--- src/design/svmon_defs.vh ---
// Constants for the supply voltage monitor control block
`ifndef SVMON_DEFS_VH
`define SVMON_DEFS_VH

// Register byte offsets
`define OFF_LEVEL_SEL    8'h00
`define OFF_CMP_CTRL     8'h04
`define OFF_MON1_STATUS  8'h08
`define OFF_MON2_STATUS  8'h0C
`define OFF_MON1_CTRL    8'h10
`define OFF_MON2_CTRL    8'h14
`define OFF_IRQ_STATUS   8'h18
`define OFF_IRQ_CLEAR    8'h1C
`define OFF_IRQ_ENABLE   8'h20
`define OFF_OPTION       8'h24

// Level-select register fields
`define LVL1_LSB         0
`define LVL1_MSB         3
`define LVL2_LSB         8
`define LVL2_MSB         9
// Highest legal monitor 1 level code (14 levels: 0..13)
`define LVL1_MAX         4'hD
// Comparator control: monitor 2 input select bit
`define CMP_INSEL_BIT    0
// Status register bits
`define ST_LEVEL_BIT     0
`define ST_CROSS_BIT     1
// Monitor control register bits
`define MC_RST_EN_BIT    0
`define MC_RESTART_BIT   1
`define MC_IRQ_EN_BIT    2
`define MC_NMI_BIT       3
`define MC_EDGE_LSB      4
`define MC_EDGE_MSB      5
// Edge codes
`define EDGE_BOTH        2'h0
`define EDGE_RISE        2'h1
`define EDGE_FALL        2'h2
// Option word field: monitor 0 level
`define OPT_LVL0_LSB     0
`define OPT_LVL0_MSB     1
// Event status bits
`define EV_MON1          0
`define EV_MON2          1
`define EV_MON0          2
`define EV_W             3
// Restart delay: 10 us at 200 MHz (5 ns)
`define RESTART_DELAY_NS 10000
`define CLK_PERIOD_NS    5
`define DELAY_W          16
`define DELAY_CYCLES     16'h07D0

`endif

--- src/design/sync2.v ---
// Two-flop synchroniser for one asynchronous level
`timescale 1ns/10ps
`default_nettype none
module sync2 (
	input  wire       clk,
	input  wire       rst_n,
	input  wire       d,
	output wire       q
);
	reg s1_ff;
	reg s2_ff;

	// First stage is read only by the second; both reset to the idle
	// level (above threshold) so reset release makes no false edge
	always @(posedge clk or negedge rst_n) begin
		if (!rst_n) begin
			s1_ff <= 1'b1;
			s2_ff <= 1'b1;
		end else begin
			s1_ff <= d;
			s2_ff <= s1_ff;
		end
	end
	assign q = s2_ff;
endmodule // sync2
`default_nettype wire

--- src/design/restart_timer.v ---
// Reset hold and delayed restart for one voltage monitor
`timescale 1ns/10ps
`include "svmon_defs.vh"
`default_nettype none
module restart_timer (
	input  wire                 clk,
	input  wire                 rst_n,
	input  wire                 enable,
	input  wire                 restart_on_fall,
	input  wire                 above,
	input  wire                 fall,
	output reg                  reset_out
);
	reg [`DELAY_W-1:0] cnt_ff;
	reg                run_ff;

	// Reset asserts at the fall; release counts from rise or from fall
	always @(posedge clk or negedge rst_n) begin
		if (!rst_n) begin
			reset_out <= 1'b0;
			run_ff    <= 1'b0;
			cnt_ff    <= {`DELAY_W{1'b0}};
		end else if (!enable) begin
			reset_out <= 1'b0;
			run_ff    <= 1'b0;
			cnt_ff    <= {`DELAY_W{1'b0}};
		end else if (fall) begin
			reset_out <= 1'b1;
			run_ff    <= restart_on_fall;
			cnt_ff    <= {`DELAY_W{1'b0}};
		end else if (reset_out) begin
			// Rise-restart mode waits for the level to recover first
			if (!run_ff && above && !restart_on_fall) begin
				run_ff <= 1'b1;
			end else if (run_ff) begin
				if (cnt_ff == `DELAY_CYCLES - 16'h0001) begin
					reset_out <= 1'b0;
					run_ff    <= 1'b0;
				end else begin
					cnt_ff <= cnt_ff + 16'h0001;
				end
			end
		end
	end
endmodule // restart_timer
`default_nettype wire

--- src/design/supply_voltage_monitor_ctrl.v ---
// Register, flag, reset, interrupt and event logic for three voltage monitors
// Notes on behaviour
// RULE1: Monitor 0 level is one of four, from the option word field.
// RULE2: Monitor 1 level is one of 14, from a 4-bit field.
// RULE3: Monitor 2 level is one of four, from a 2-bit field.
// RULE4: A control bit picks supply or external pin for monitor 2.
// RULE5: Monitors 1 and 2 show a live above/below level flag.
// RULE6: Monitors 1 and 2 set a sticky crossing flag on either crossing.
// RULE7: Monitor 0 resets while below; releases a fixed delay after rising.
// RULE8: Monitor 1 reset optional; restart delay counts from rise or from fall.
// RULE9: Monitor 2 has the same reset choice on its selected input.
// RULE10: Monitor 1 and 2 interrupts go out as non-maskable or maskable.
// RULE11: Monitor 1 interrupt on fall, rise or both, by edge setting.
// RULE12: Monitor 2 interrupt on fall, rise or both, by edge setting.
// RULE13: Monitor 1 crossings pulse an event-link output.
// RULE14: Monitor 2 crossings pulse an event-link output too.
// RULE15: Software clears a crossing flag by writing zero before the next.
//
// Implementation choices: the address map and the APB slave port.
`timescale 1ns/10ps
`include "svmon_defs.vh"
`default_nettype none
module supply_voltage_monitor_ctrl (
	input  wire        pclk,
	input  wire        presetn,
	input  wire        psel,
	input  wire        penable,
	input  wire        pwrite,
	input  wire [7:0]  paddr,
	input  wire [31:0] pwdata,
	output reg  [31:0] prdata,
	output reg         pready,
	output reg         pslverr,
	input  wire [1:0]  option_setting_word_1,
	input  wire        cmp0_above,
	input  wire        cmp1_above,
	input  wire        cmp2_supply_above,
	input  wire        cmp2_pin_above,
	output reg  [1:0]  threshold_0,
	output reg  [3:0]  threshold_1,
	output reg  [1:0]  threshold_2,
	output reg         monitor2_input_select,
	output reg         cpu_reset,
	output reg         nmi_out,
	output reg         irq_out,
	output reg         event_mon1,
	output reg         event_mon2
);
	localparam ST_IDLE   = 2'b01;
	localparam ST_ACCESS = 2'b10;

	////////////////////////////////////////////////////////////////////////////
	// Comparator synchronisers
	wire a0_s;
	wire a1_s;
	wire a2s_s;
	wire a2p_s;
	sync2 u_s0 (.clk(pclk), .rst_n(presetn), .d(cmp0_above), .q(a0_s));
	sync2 u_s1 (.clk(pclk), .rst_n(presetn), .d(cmp1_above), .q(a1_s));
	sync2 u_s2 (.clk(pclk), .rst_n(presetn), .d(cmp2_supply_above), .q(a2s_s));
	sync2 u_s3 (.clk(pclk), .rst_n(presetn), .d(cmp2_pin_above), .q(a2p_s));

	////////////////////////////////////////////////////////////////////////////
	// Registers
	reg [1:0]       state_ff;
	reg [3:0]       lvl1_ff;
	reg [1:0]       lvl2_ff;
	reg             insel_ff;
	reg [5:0]       mc1_ff;
	reg [5:0]       mc2_ff;
	reg             lvl1_flag_ff;
	reg             lvl2_flag_ff;
	reg             cross1_ff;
	reg             cross2_ff;
	reg [`EV_W-1:0] ev_st_ff;
	reg [`EV_W-1:0] ev_en_ff;
	reg             prev0_ff;
	reg             valid_ff;
	reg             opt_taken_ff;
	reg [1:0]       lvl0_ff;

	// Monitor 2 compares whichever input is selected
	wire a2_sel = insel_ff ? a2p_s : a2s_s; // RULE4
	wire rise1  = valid_ff && a1_s && !lvl1_flag_ff;
	wire fall1  = valid_ff && !a1_s && lvl1_flag_ff;
	wire rise2  = valid_ff && a2_sel && !lvl2_flag_ff;
	wire fall2  = valid_ff && !a2_sel && lvl2_flag_ff;
	wire x1     = rise1 | fall1;
	wire x2     = rise2 | fall2;
	wire fall0  = prev0_ff && !a0_s;

	// Edge filter for monitors 1 and 2
	wire [1:0] e1 = mc1_ff[`MC_EDGE_MSB:`MC_EDGE_LSB];
	wire [1:0] e2 = mc2_ff[`MC_EDGE_MSB:`MC_EDGE_LSB];
	wire hit1 = (rise1 && e1 != `EDGE_FALL) || (fall1 && e1 != `EDGE_RISE); // RULE11
	wire hit2 = (rise2 && e2 != `EDGE_FALL) || (fall2 && e2 != `EDGE_RISE); // RULE12

	wire wr = psel && penable && pwrite && (state_ff == ST_ACCESS);
	wire wr_lvl  = wr && paddr == `OFF_LEVEL_SEL;
	wire wr_st1  = wr && paddr == `OFF_MON1_STATUS;
	wire wr_st2  = wr && paddr == `OFF_MON2_STATUS;
	wire wr_clr  = wr && paddr == `OFF_IRQ_CLEAR;

	wire [`EV_W-1:0] ev_set = {fall0, hit2 & mc2_ff[`MC_IRQ_EN_BIT],
		hit1 & mc1_ff[`MC_IRQ_EN_BIT]};

	////////////////////////////////////////////////////////////////////////////
	// Reset timers
	wire rst0;
	wire rst1;
	wire rst2;
	restart_timer u_t0 (.clk(pclk), .rst_n(presetn), .enable(1'b1),
		.restart_on_fall(1'b0), .above(a0_s), .fall(fall0),
		.reset_out(rst0)); // RULE7
	restart_timer u_t1 (.clk(pclk), .rst_n(presetn), .enable(mc1_ff[`MC_RST_EN_BIT]),
		.restart_on_fall(mc1_ff[`MC_RESTART_BIT]), .above(a1_s), .fall(fall1),
		.reset_out(rst1)); // RULE8
	restart_timer u_t2 (.clk(pclk), .rst_n(presetn), .enable(mc2_ff[`MC_RST_EN_BIT]),
		.restart_on_fall(mc2_ff[`MC_RESTART_BIT]), .above(a2_sel), .fall(fall2),
		.reset_out(rst2)); // RULE9

	////////////////////////////////////////////////////////////////////////////
	// APB slave: no wait states, reads return from registers
	always @(posedge pclk or negedge presetn) begin
		if (!presetn) begin
			state_ff <= ST_IDLE;
			pready   <= 1'b0;
			pslverr  <= 1'b0;
			prdata   <= 32'h00000000;
		end else begin
			case (state_ff)
			ST_IDLE: begin
				pready  <= 1'b0;
				pslverr <= 1'b0;
				if (psel && !penable) begin
					state_ff <= ST_ACCESS;
					pready   <= 1'b1;
					pslverr  <= (paddr > `OFF_OPTION) || (paddr[1:0] != 2'h0);
					case (paddr)
					`OFF_LEVEL_SEL:   prdata <= {22'h0, lvl2_ff, 4'h0, lvl1_ff};
					`OFF_CMP_CTRL:    prdata <= {31'h0, insel_ff};
					`OFF_MON1_STATUS: prdata <= {30'h0, cross1_ff, lvl1_flag_ff};
					`OFF_MON2_STATUS: prdata <= {30'h0, cross2_ff, lvl2_flag_ff};
					`OFF_MON1_CTRL:   prdata <= {26'h0, mc1_ff};
					`OFF_MON2_CTRL:   prdata <= {26'h0, mc2_ff};
					`OFF_IRQ_STATUS:  prdata <= {29'h0, ev_st_ff};
					`OFF_IRQ_ENABLE:  prdata <= {29'h0, ev_en_ff};
					`OFF_OPTION:      prdata <= {30'h0, lvl0_ff};
					default:          prdata <= 32'h00000000;
					endcase
				end
			end
			ST_ACCESS: begin
				state_ff <= ST_IDLE;
				pready   <= 1'b0;
				pslverr  <= 1'b0;
			end
			default: state_ff <= ST_IDLE;
			endcase
		end
	end

	////////////////////////////////////////////////////////////////////////////
	// Control registers
	always @(posedge pclk or negedge presetn) begin
		if (!presetn) begin
			lvl1_ff  <= 4'h0;
			lvl2_ff  <= 2'h0;
			insel_ff <= 1'b0;
			mc1_ff   <= 6'h00;
			mc2_ff   <= 6'h00;
			ev_en_ff <= 3'h0;
		end else if (wr) begin
			if (wr_lvl && pwdata[`LVL1_MSB:`LVL1_LSB] <= `LVL1_MAX)
				lvl1_ff <= pwdata[`LVL1_MSB:`LVL1_LSB]; // RULE2
			if (wr_lvl)
				lvl2_ff <= pwdata[`LVL2_MSB:`LVL2_LSB]; // RULE3
			if (paddr == `OFF_CMP_CTRL)
				insel_ff <= pwdata[`CMP_INSEL_BIT]; // RULE4
			if (paddr == `OFF_MON1_CTRL)
				mc1_ff <= pwdata[5:0];
			if (paddr == `OFF_MON2_CTRL)
				mc2_ff <= pwdata[5:0];
			if (paddr == `OFF_IRQ_ENABLE)
				ev_en_ff <= pwdata[`EV_W-1:0];
		end
	end

	////////////////////////////////////////////////////////////////////////////
	// Option word sampled once after reset release
	always @(posedge pclk or negedge presetn) begin
		if (!presetn) begin
			opt_taken_ff <= 1'b0;
			lvl0_ff      <= 2'h0;
		end else if (!opt_taken_ff) begin
			opt_taken_ff <= 1'b1;
			lvl0_ff <= option_setting_word_1[`OPT_LVL0_MSB:`OPT_LVL0_LSB]; // RULE1
		end
	end

	////////////////////////////////////////////////////////////////////////////
	// Level and crossing flags; a crossing beats a same-cycle clear
	always @(posedge pclk or negedge presetn) begin
		if (!presetn) begin
			valid_ff     <= 1'b0;
			lvl1_flag_ff <= 1'b1;
			lvl2_flag_ff <= 1'b1;
			cross1_ff    <= 1'b0;
			cross2_ff    <= 1'b0;
			prev0_ff     <= 1'b1;
			ev_st_ff     <= 3'h0;
		end else begin
			valid_ff     <= 1'b1;
			prev0_ff     <= a0_s;
			lvl1_flag_ff <= a1_s;   // RULE5
			lvl2_flag_ff <= a2_sel; // RULE5
			if (x1)
				cross1_ff <= 1'b1; // RULE6
			else if (wr_st1 && !pwdata[`ST_CROSS_BIT])
				cross1_ff <= 1'b0; // RULE15
			if (x2)
				cross2_ff <= 1'b1; // RULE6
			else if (wr_st2 && !pwdata[`ST_CROSS_BIT])
				cross2_ff <= 1'b0; // RULE15
			// Write-one-to-clear, new events win
			ev_st_ff <= (ev_st_ff & ~(wr_clr ? pwdata[`EV_W-1:0] : 3'h0)) | ev_set;
		end
	end

	////////////////////////////////////////////////////////////////////////////
	// Registered outputs
	always @(posedge pclk or negedge presetn) begin
		if (!presetn) begin
			threshold_0           <= 2'h0;
			threshold_1           <= 4'h0;
			threshold_2           <= 2'h0;
			monitor2_input_select <= 1'b0;
			cpu_reset             <= 1'b0;
			nmi_out               <= 1'b0;
			irq_out               <= 1'b0;
			event_mon1            <= 1'b0;
			event_mon2            <= 1'b0;
		end else begin
			threshold_0           <= lvl0_ff;
			threshold_1           <= lvl1_ff;
			threshold_2           <= lvl2_ff;
			monitor2_input_select <= insel_ff;
			cpu_reset             <= rst0 | rst1 | rst2;
			// Non-maskable path bypasses the enable register
			nmi_out <= (ev_st_ff[`EV_MON1] & mc1_ff[`MC_NMI_BIT]) |
				(ev_st_ff[`EV_MON2] & mc2_ff[`MC_NMI_BIT]); // RULE10
			irq_out <= |(ev_st_ff & ev_en_ff &
				{1'b1, ~mc2_ff[`MC_NMI_BIT], ~mc1_ff[`MC_NMI_BIT]}); // RULE10
			event_mon1 <= x1; // RULE13
			event_mon2 <= x2; // RULE14
		end
	end
endmodule // supply_voltage_monitor_ctrl
`default_nettype wire

--- config.mk ---
export PLATFORM = sky130hd
export DESIGN_NAME = supply_voltage_monitor_ctrl
export DESIGN_NICKNAME = d
export VERILOG_FILES = /design/src/design/sync2.v /design/src/design/restart_timer.v /design/src/design/supply_voltage_monitor_ctrl.v
export VERILOG_INCLUDE_DIRS = /design/src /design/src/design
export SDC_FILE = /design/constraint.sdc
export NUM_CORES = 1
export LEC_CHECK = 0
export BUFFER_PORTS_ARGS = -buffer_cell sky130_fd_sc_hd__buf_2
export CAP_MARGIN = 40
export CELL_PAD_IN_SITES_DETAIL_PLACEMENT = 0
export CELL_PAD_IN_SITES_GLOBAL_PLACEMENT = 2
export CORE_AREA = 2 2 127 129
export CTS_CLUSTER_SIZE = 40
export DETAILED_ROUTE_END_ITERATION = 6
export DIE_AREA = 0 0 129 131
export HOLD_SLACK_MARGIN = 0.08
export PLACE_DENSITY_LB_ADDON = 0.1
export SYNTH_ARGS = -nofsm -noshare
export SYNTH_HDL_FRONTEND = slang
export SYNTH_SLANG_ARGS = --single-unit
--- constraint.sdc ---
create_clock -name pclk -period 3.5 [get_ports pclk]
set_input_delay 0 -clock pclk [delete_from_list [all_inputs] [get_ports pclk]]
set_output_delay 0 -clock pclk [all_outputs]
set_load 0.02 [all_outputs]
==> qor.csv <==
stage,metric,value,unit
layout,nets,714,
global_routing,grt_max_degree,67,
global_routing,grtUsageTotal,0.174,
worst_setup_path,crit_fanout,13,
route,wirelength,13.7,mm
clock_network,cts_tree,done,
route,drcViolationCount,0,
layout,drive_gt1_frac,0.197,
worst_setup_path,critPathRequiredTime,3.85,ns
worst_setup_path,slowest_delay,0.58,ns
worst_setup_path,critPathArrivalTime,3.08,ns
power_and_ir_drop,peakVddDrop,335,uV
die,die_h,131,um
worst_setup_path,crit_type,reg -> reg,
worst_setup_path,cp_cell_sequence,ha_1 -> nand3b_1 -> a2111o_1 -> o31a_1 -> o41ai_1 -> dlygate4sd3_1,
worst_setup_path,critPathCaptureType,flop,
worst_setup_path,slowest_stage,dlygate4sd3_1,
logic_synthesis,synth_flop_cell,dfrtp_1,
power_and_ir_drop,leakagePower,0.00316,uW
die,row_count,46,
route,first_pass_iters,4,
sta,finalHoldViolCount,0,
sta,finalSetupTns,0,ns
die,core,15600,um2
layout,syn_to_final_growth,22.6,%
logic_synthesis,ys_seq_area_frac,0.510,
global_routing,grt_pass1_vias,4530,
worst_hold_path,hold_path_class,in -> async,
logic_synthesis,syn-cell-area,5970,um2
logic_synthesis,synth_cell_types,64,
clock_network,cts_buffer_depth,2,
global_routing,antenna_found_initial,0,
logic_synthesis,synth_edf_count,0,
layout,final_util,0.469,
clock_network,ctsResizeCount,0,
sta,slew_headroom,0.434,
logic_synthesis,synth.avg_cell_area,10.4,um2
sta,fin_crit,2.72,ns
run_status,status,"complete, no violations",
place,placed_cells,830,
logic_synthesis,ys.warnings.count,0,
route,num_vias,4520,
die,start_util,0.383,
sta,post-route-period-util,0.778,
place,hpwlAfterDp,9.52,mm
route,drtIter0Drc,213,
global_routing,overflow,0,
global_routing,grt_pass1_wl,22.8,mm
sta,slew_violations,0,
layout,mostFrequentLayoutCell,dfrtp_1,
clock_network,clock-sinks,121,
place,gp_congestion,0.782,
route,viasPerCell,5.10,
sta,max_freq,367,MHz
clock_network,clockRootBuffer,clkbuf_16,
die,die_area,16900,um2
layout,stdcell_count,887,
route,drtAntennaViolNets,0,
clock_network,numCtsBuffers,17,
sta,worst_slew_pin_slew,0.838,ns
die,io_pins,99,
power_and_ir_drop,powerDensity,513,nW/um2
worst_setup_path,cp-start-kind,flop,
clock_network,clk_pin_slew,0.06,ns
layout,postLayoutCellArea,7320,um2
run,maxCapViolations,0,
clock_network,clk_latency,0.42,ns
logic_synthesis,synth_seq_cells,121,
route,post_drt_wl_per_cell,15.5,um
sta,hold-worst-slack,0.124,ns
clock_network,htree_num_levels,4,
sta,grt_setup_unrepaired,false,
layout,diodes,0,
place,postPlaceCellArea,6400,um2
sta,setup_viol_count_final,0,
sta,fin_skew,0.0104,ns
logic_synthesis,syn_inst,575,
layout,final_cell_mix,"dfrtp_1, nand2_1, buf_2",
logic_synthesis,async_reset_ff_frac,1.00,
die,die_w,129,um
place,portBuffers,50,
[cell type report]
| type | instances | area, um2 |
|---|---|---|
| Clock inverter | 12 | 221 |
| Tap cell | 216 | 270 |
| Multi-Input combinational cell | 419 | 2700 |
| Sequential cell | 121 | 3040 |
| Timing Repair Buffer | 81 | 568 |
| Fill cell | 1481 | 8280 |
| Clock buffer | 20 | 447 |
| Inverter | 18 | 67.6 |
[through the flow]
| stage | setup WS (ns) | power (uW) |
|---|---|---|
| 2_1_floorplan | 1.70 | 1690 |
| 3_3_place_gp | 1.32 | 1770 |
| 3_5_place_dp | 1.31 | 1780 |
| 4_1_cts | 0.745 | 3800 |
| 5_1_grt | 0.537 | 3910 |
| 6_report | 0.776 | 3760 |
[worst paths after layout]
check | startpoint | to | slack [ns] | cells past startpoint
min | presetn | u_t1.cnt_ff[10]$_DFFE_PN0P_ | 0.12 | 3
max in group asynchronous | presetn | prev0_ff$_DFF_PN1_ | 2.58 | 4
min reg2reg | u_s2.s1_ff$_DFF_PN1_ | u_s2.q$_DFF_PN1_ | 0.35 | 0
max | state_ff[0]$_DFFE_PN1P_ | prdata[0]$_DFFE_PN0P_ | 0.78 | 6
max reg2reg | state_ff[0]$_DFFE_PN1P_ | prdata[0]$_DFFE_PN0P_ | 0.78 | 6
min in group pclk | paddr[5] | pslverr$_DFFE_PN0P_ | 0.15 | 4
[logic make-up after synthesis]
group                    share of synthesized area
other                                      0.00126
AO/OA/AOI/OAI                                0.124
buffers and inverters                       0.0520
flip-flops                                   0.510
AND/OR/NAND/NOR                              0.209
XOR/XNOR                                    0.0249
adder cells (fa/ha/maj)                     0.0105
multiplexers                                0.0686
[worst max-delay path, delay by kind of cell, from the launching register on]
kind | cells | cell delay [ns]
flops | 1 | 0.54
buf+inv | 1 | 0.58
fa+ha+maj | 1 | 0.19
compound gates | 3 | 0.94
simple gates | 1 | 0.40
[state kept, by name, indices dropped and copies added (netlist names), 2 cells and up]
| name | cells |
|---|---|
| u_t2.cnt_ff | 16 |
| state_ff | 2 |
| lvl1_ff | 4 |
| threshold_2 | 2 |
| u_t0.cnt_ff | 16 |
| threshold_1 | 4 |
| threshold_0 | 2 |
| ev_en_ff | 3 |
| prdata | 8 |
| ev_st_ff | 3 |
| u_t1.cnt_ff | 16 |
| lvl2_ff | 2 |
| lvl0_ff | 2 |
| mc2_ff | 6 |
| mc1_ff | 6 |
[power breakdown]
| part | internal, uW | switching (uW) |
|---|---|---|
| registers | 1460 | 40.5 |
| logic | 105 | 169 |
| clock network | 1350 | 631 |
| total | 2910 | 841 |
[routing by layer]
layer | vias to the layer above | routed length (um) | track usage
met1 | 2220 | 6580 | 0.233
met5 | - | 0 | 0
met2 | 72 | 6640 | 0.280
met3 | 12 | 402 | 0.0399
li1 | 2216 | - | -
met4 | 0 | 119 | 0.0588
[Yosys cell counts, types with 3 or more instances]
master	n	area, um2
o22a_1	3	26.3
nand4_1	11	68.8
nand2b_1	15	93.8
ha_1	5	62.6
and3_1	5	31.3
and2_1	8	50.1
and4_1	5	43.8
nor2b_1	5	31.3
nor4b_1	3	26.3
a211oi_1	6	45.0
o21ai_0	27	135
buf_4	24	180
and3b_1	4	35.0
nand2_1	56	210
dfstp_2	12	315
a31oi_1	5	31.3
or4_1	11	82.6
o21a_1	3	22.5
nor4_1	8	50.1
inv_1	18	67.6
a21oi_1	31	155
o22ai_1	3	18.8
xnor2_1	15	131
a22o_1	3	26.3
mux2_2	23	259
a21o_1	4	30.0
mux2i_1	15	150
nor2_1	25	93.8
a21boi_0	3	22.5
nand3_1	21	105
dfrtp_1	109	2730
clkbuf_1	14	52.6
or3_1	17	106
o31ai_1	4	30.0
nor3_1	10	50.1
nor4_2	3	37.5
nand3b_1	5	37.5
[timing repair]
| item | in CTS | in global routing |
|---|---|---|
| buffers inserted | 0 | 0 |
| hold buffers | 25 | 0 |
| endpoints found under the hold margin | 128 | 0 |
| endpoints found under the setup margin | 0 | 0 |
Power figures use the tool's default switching activity.
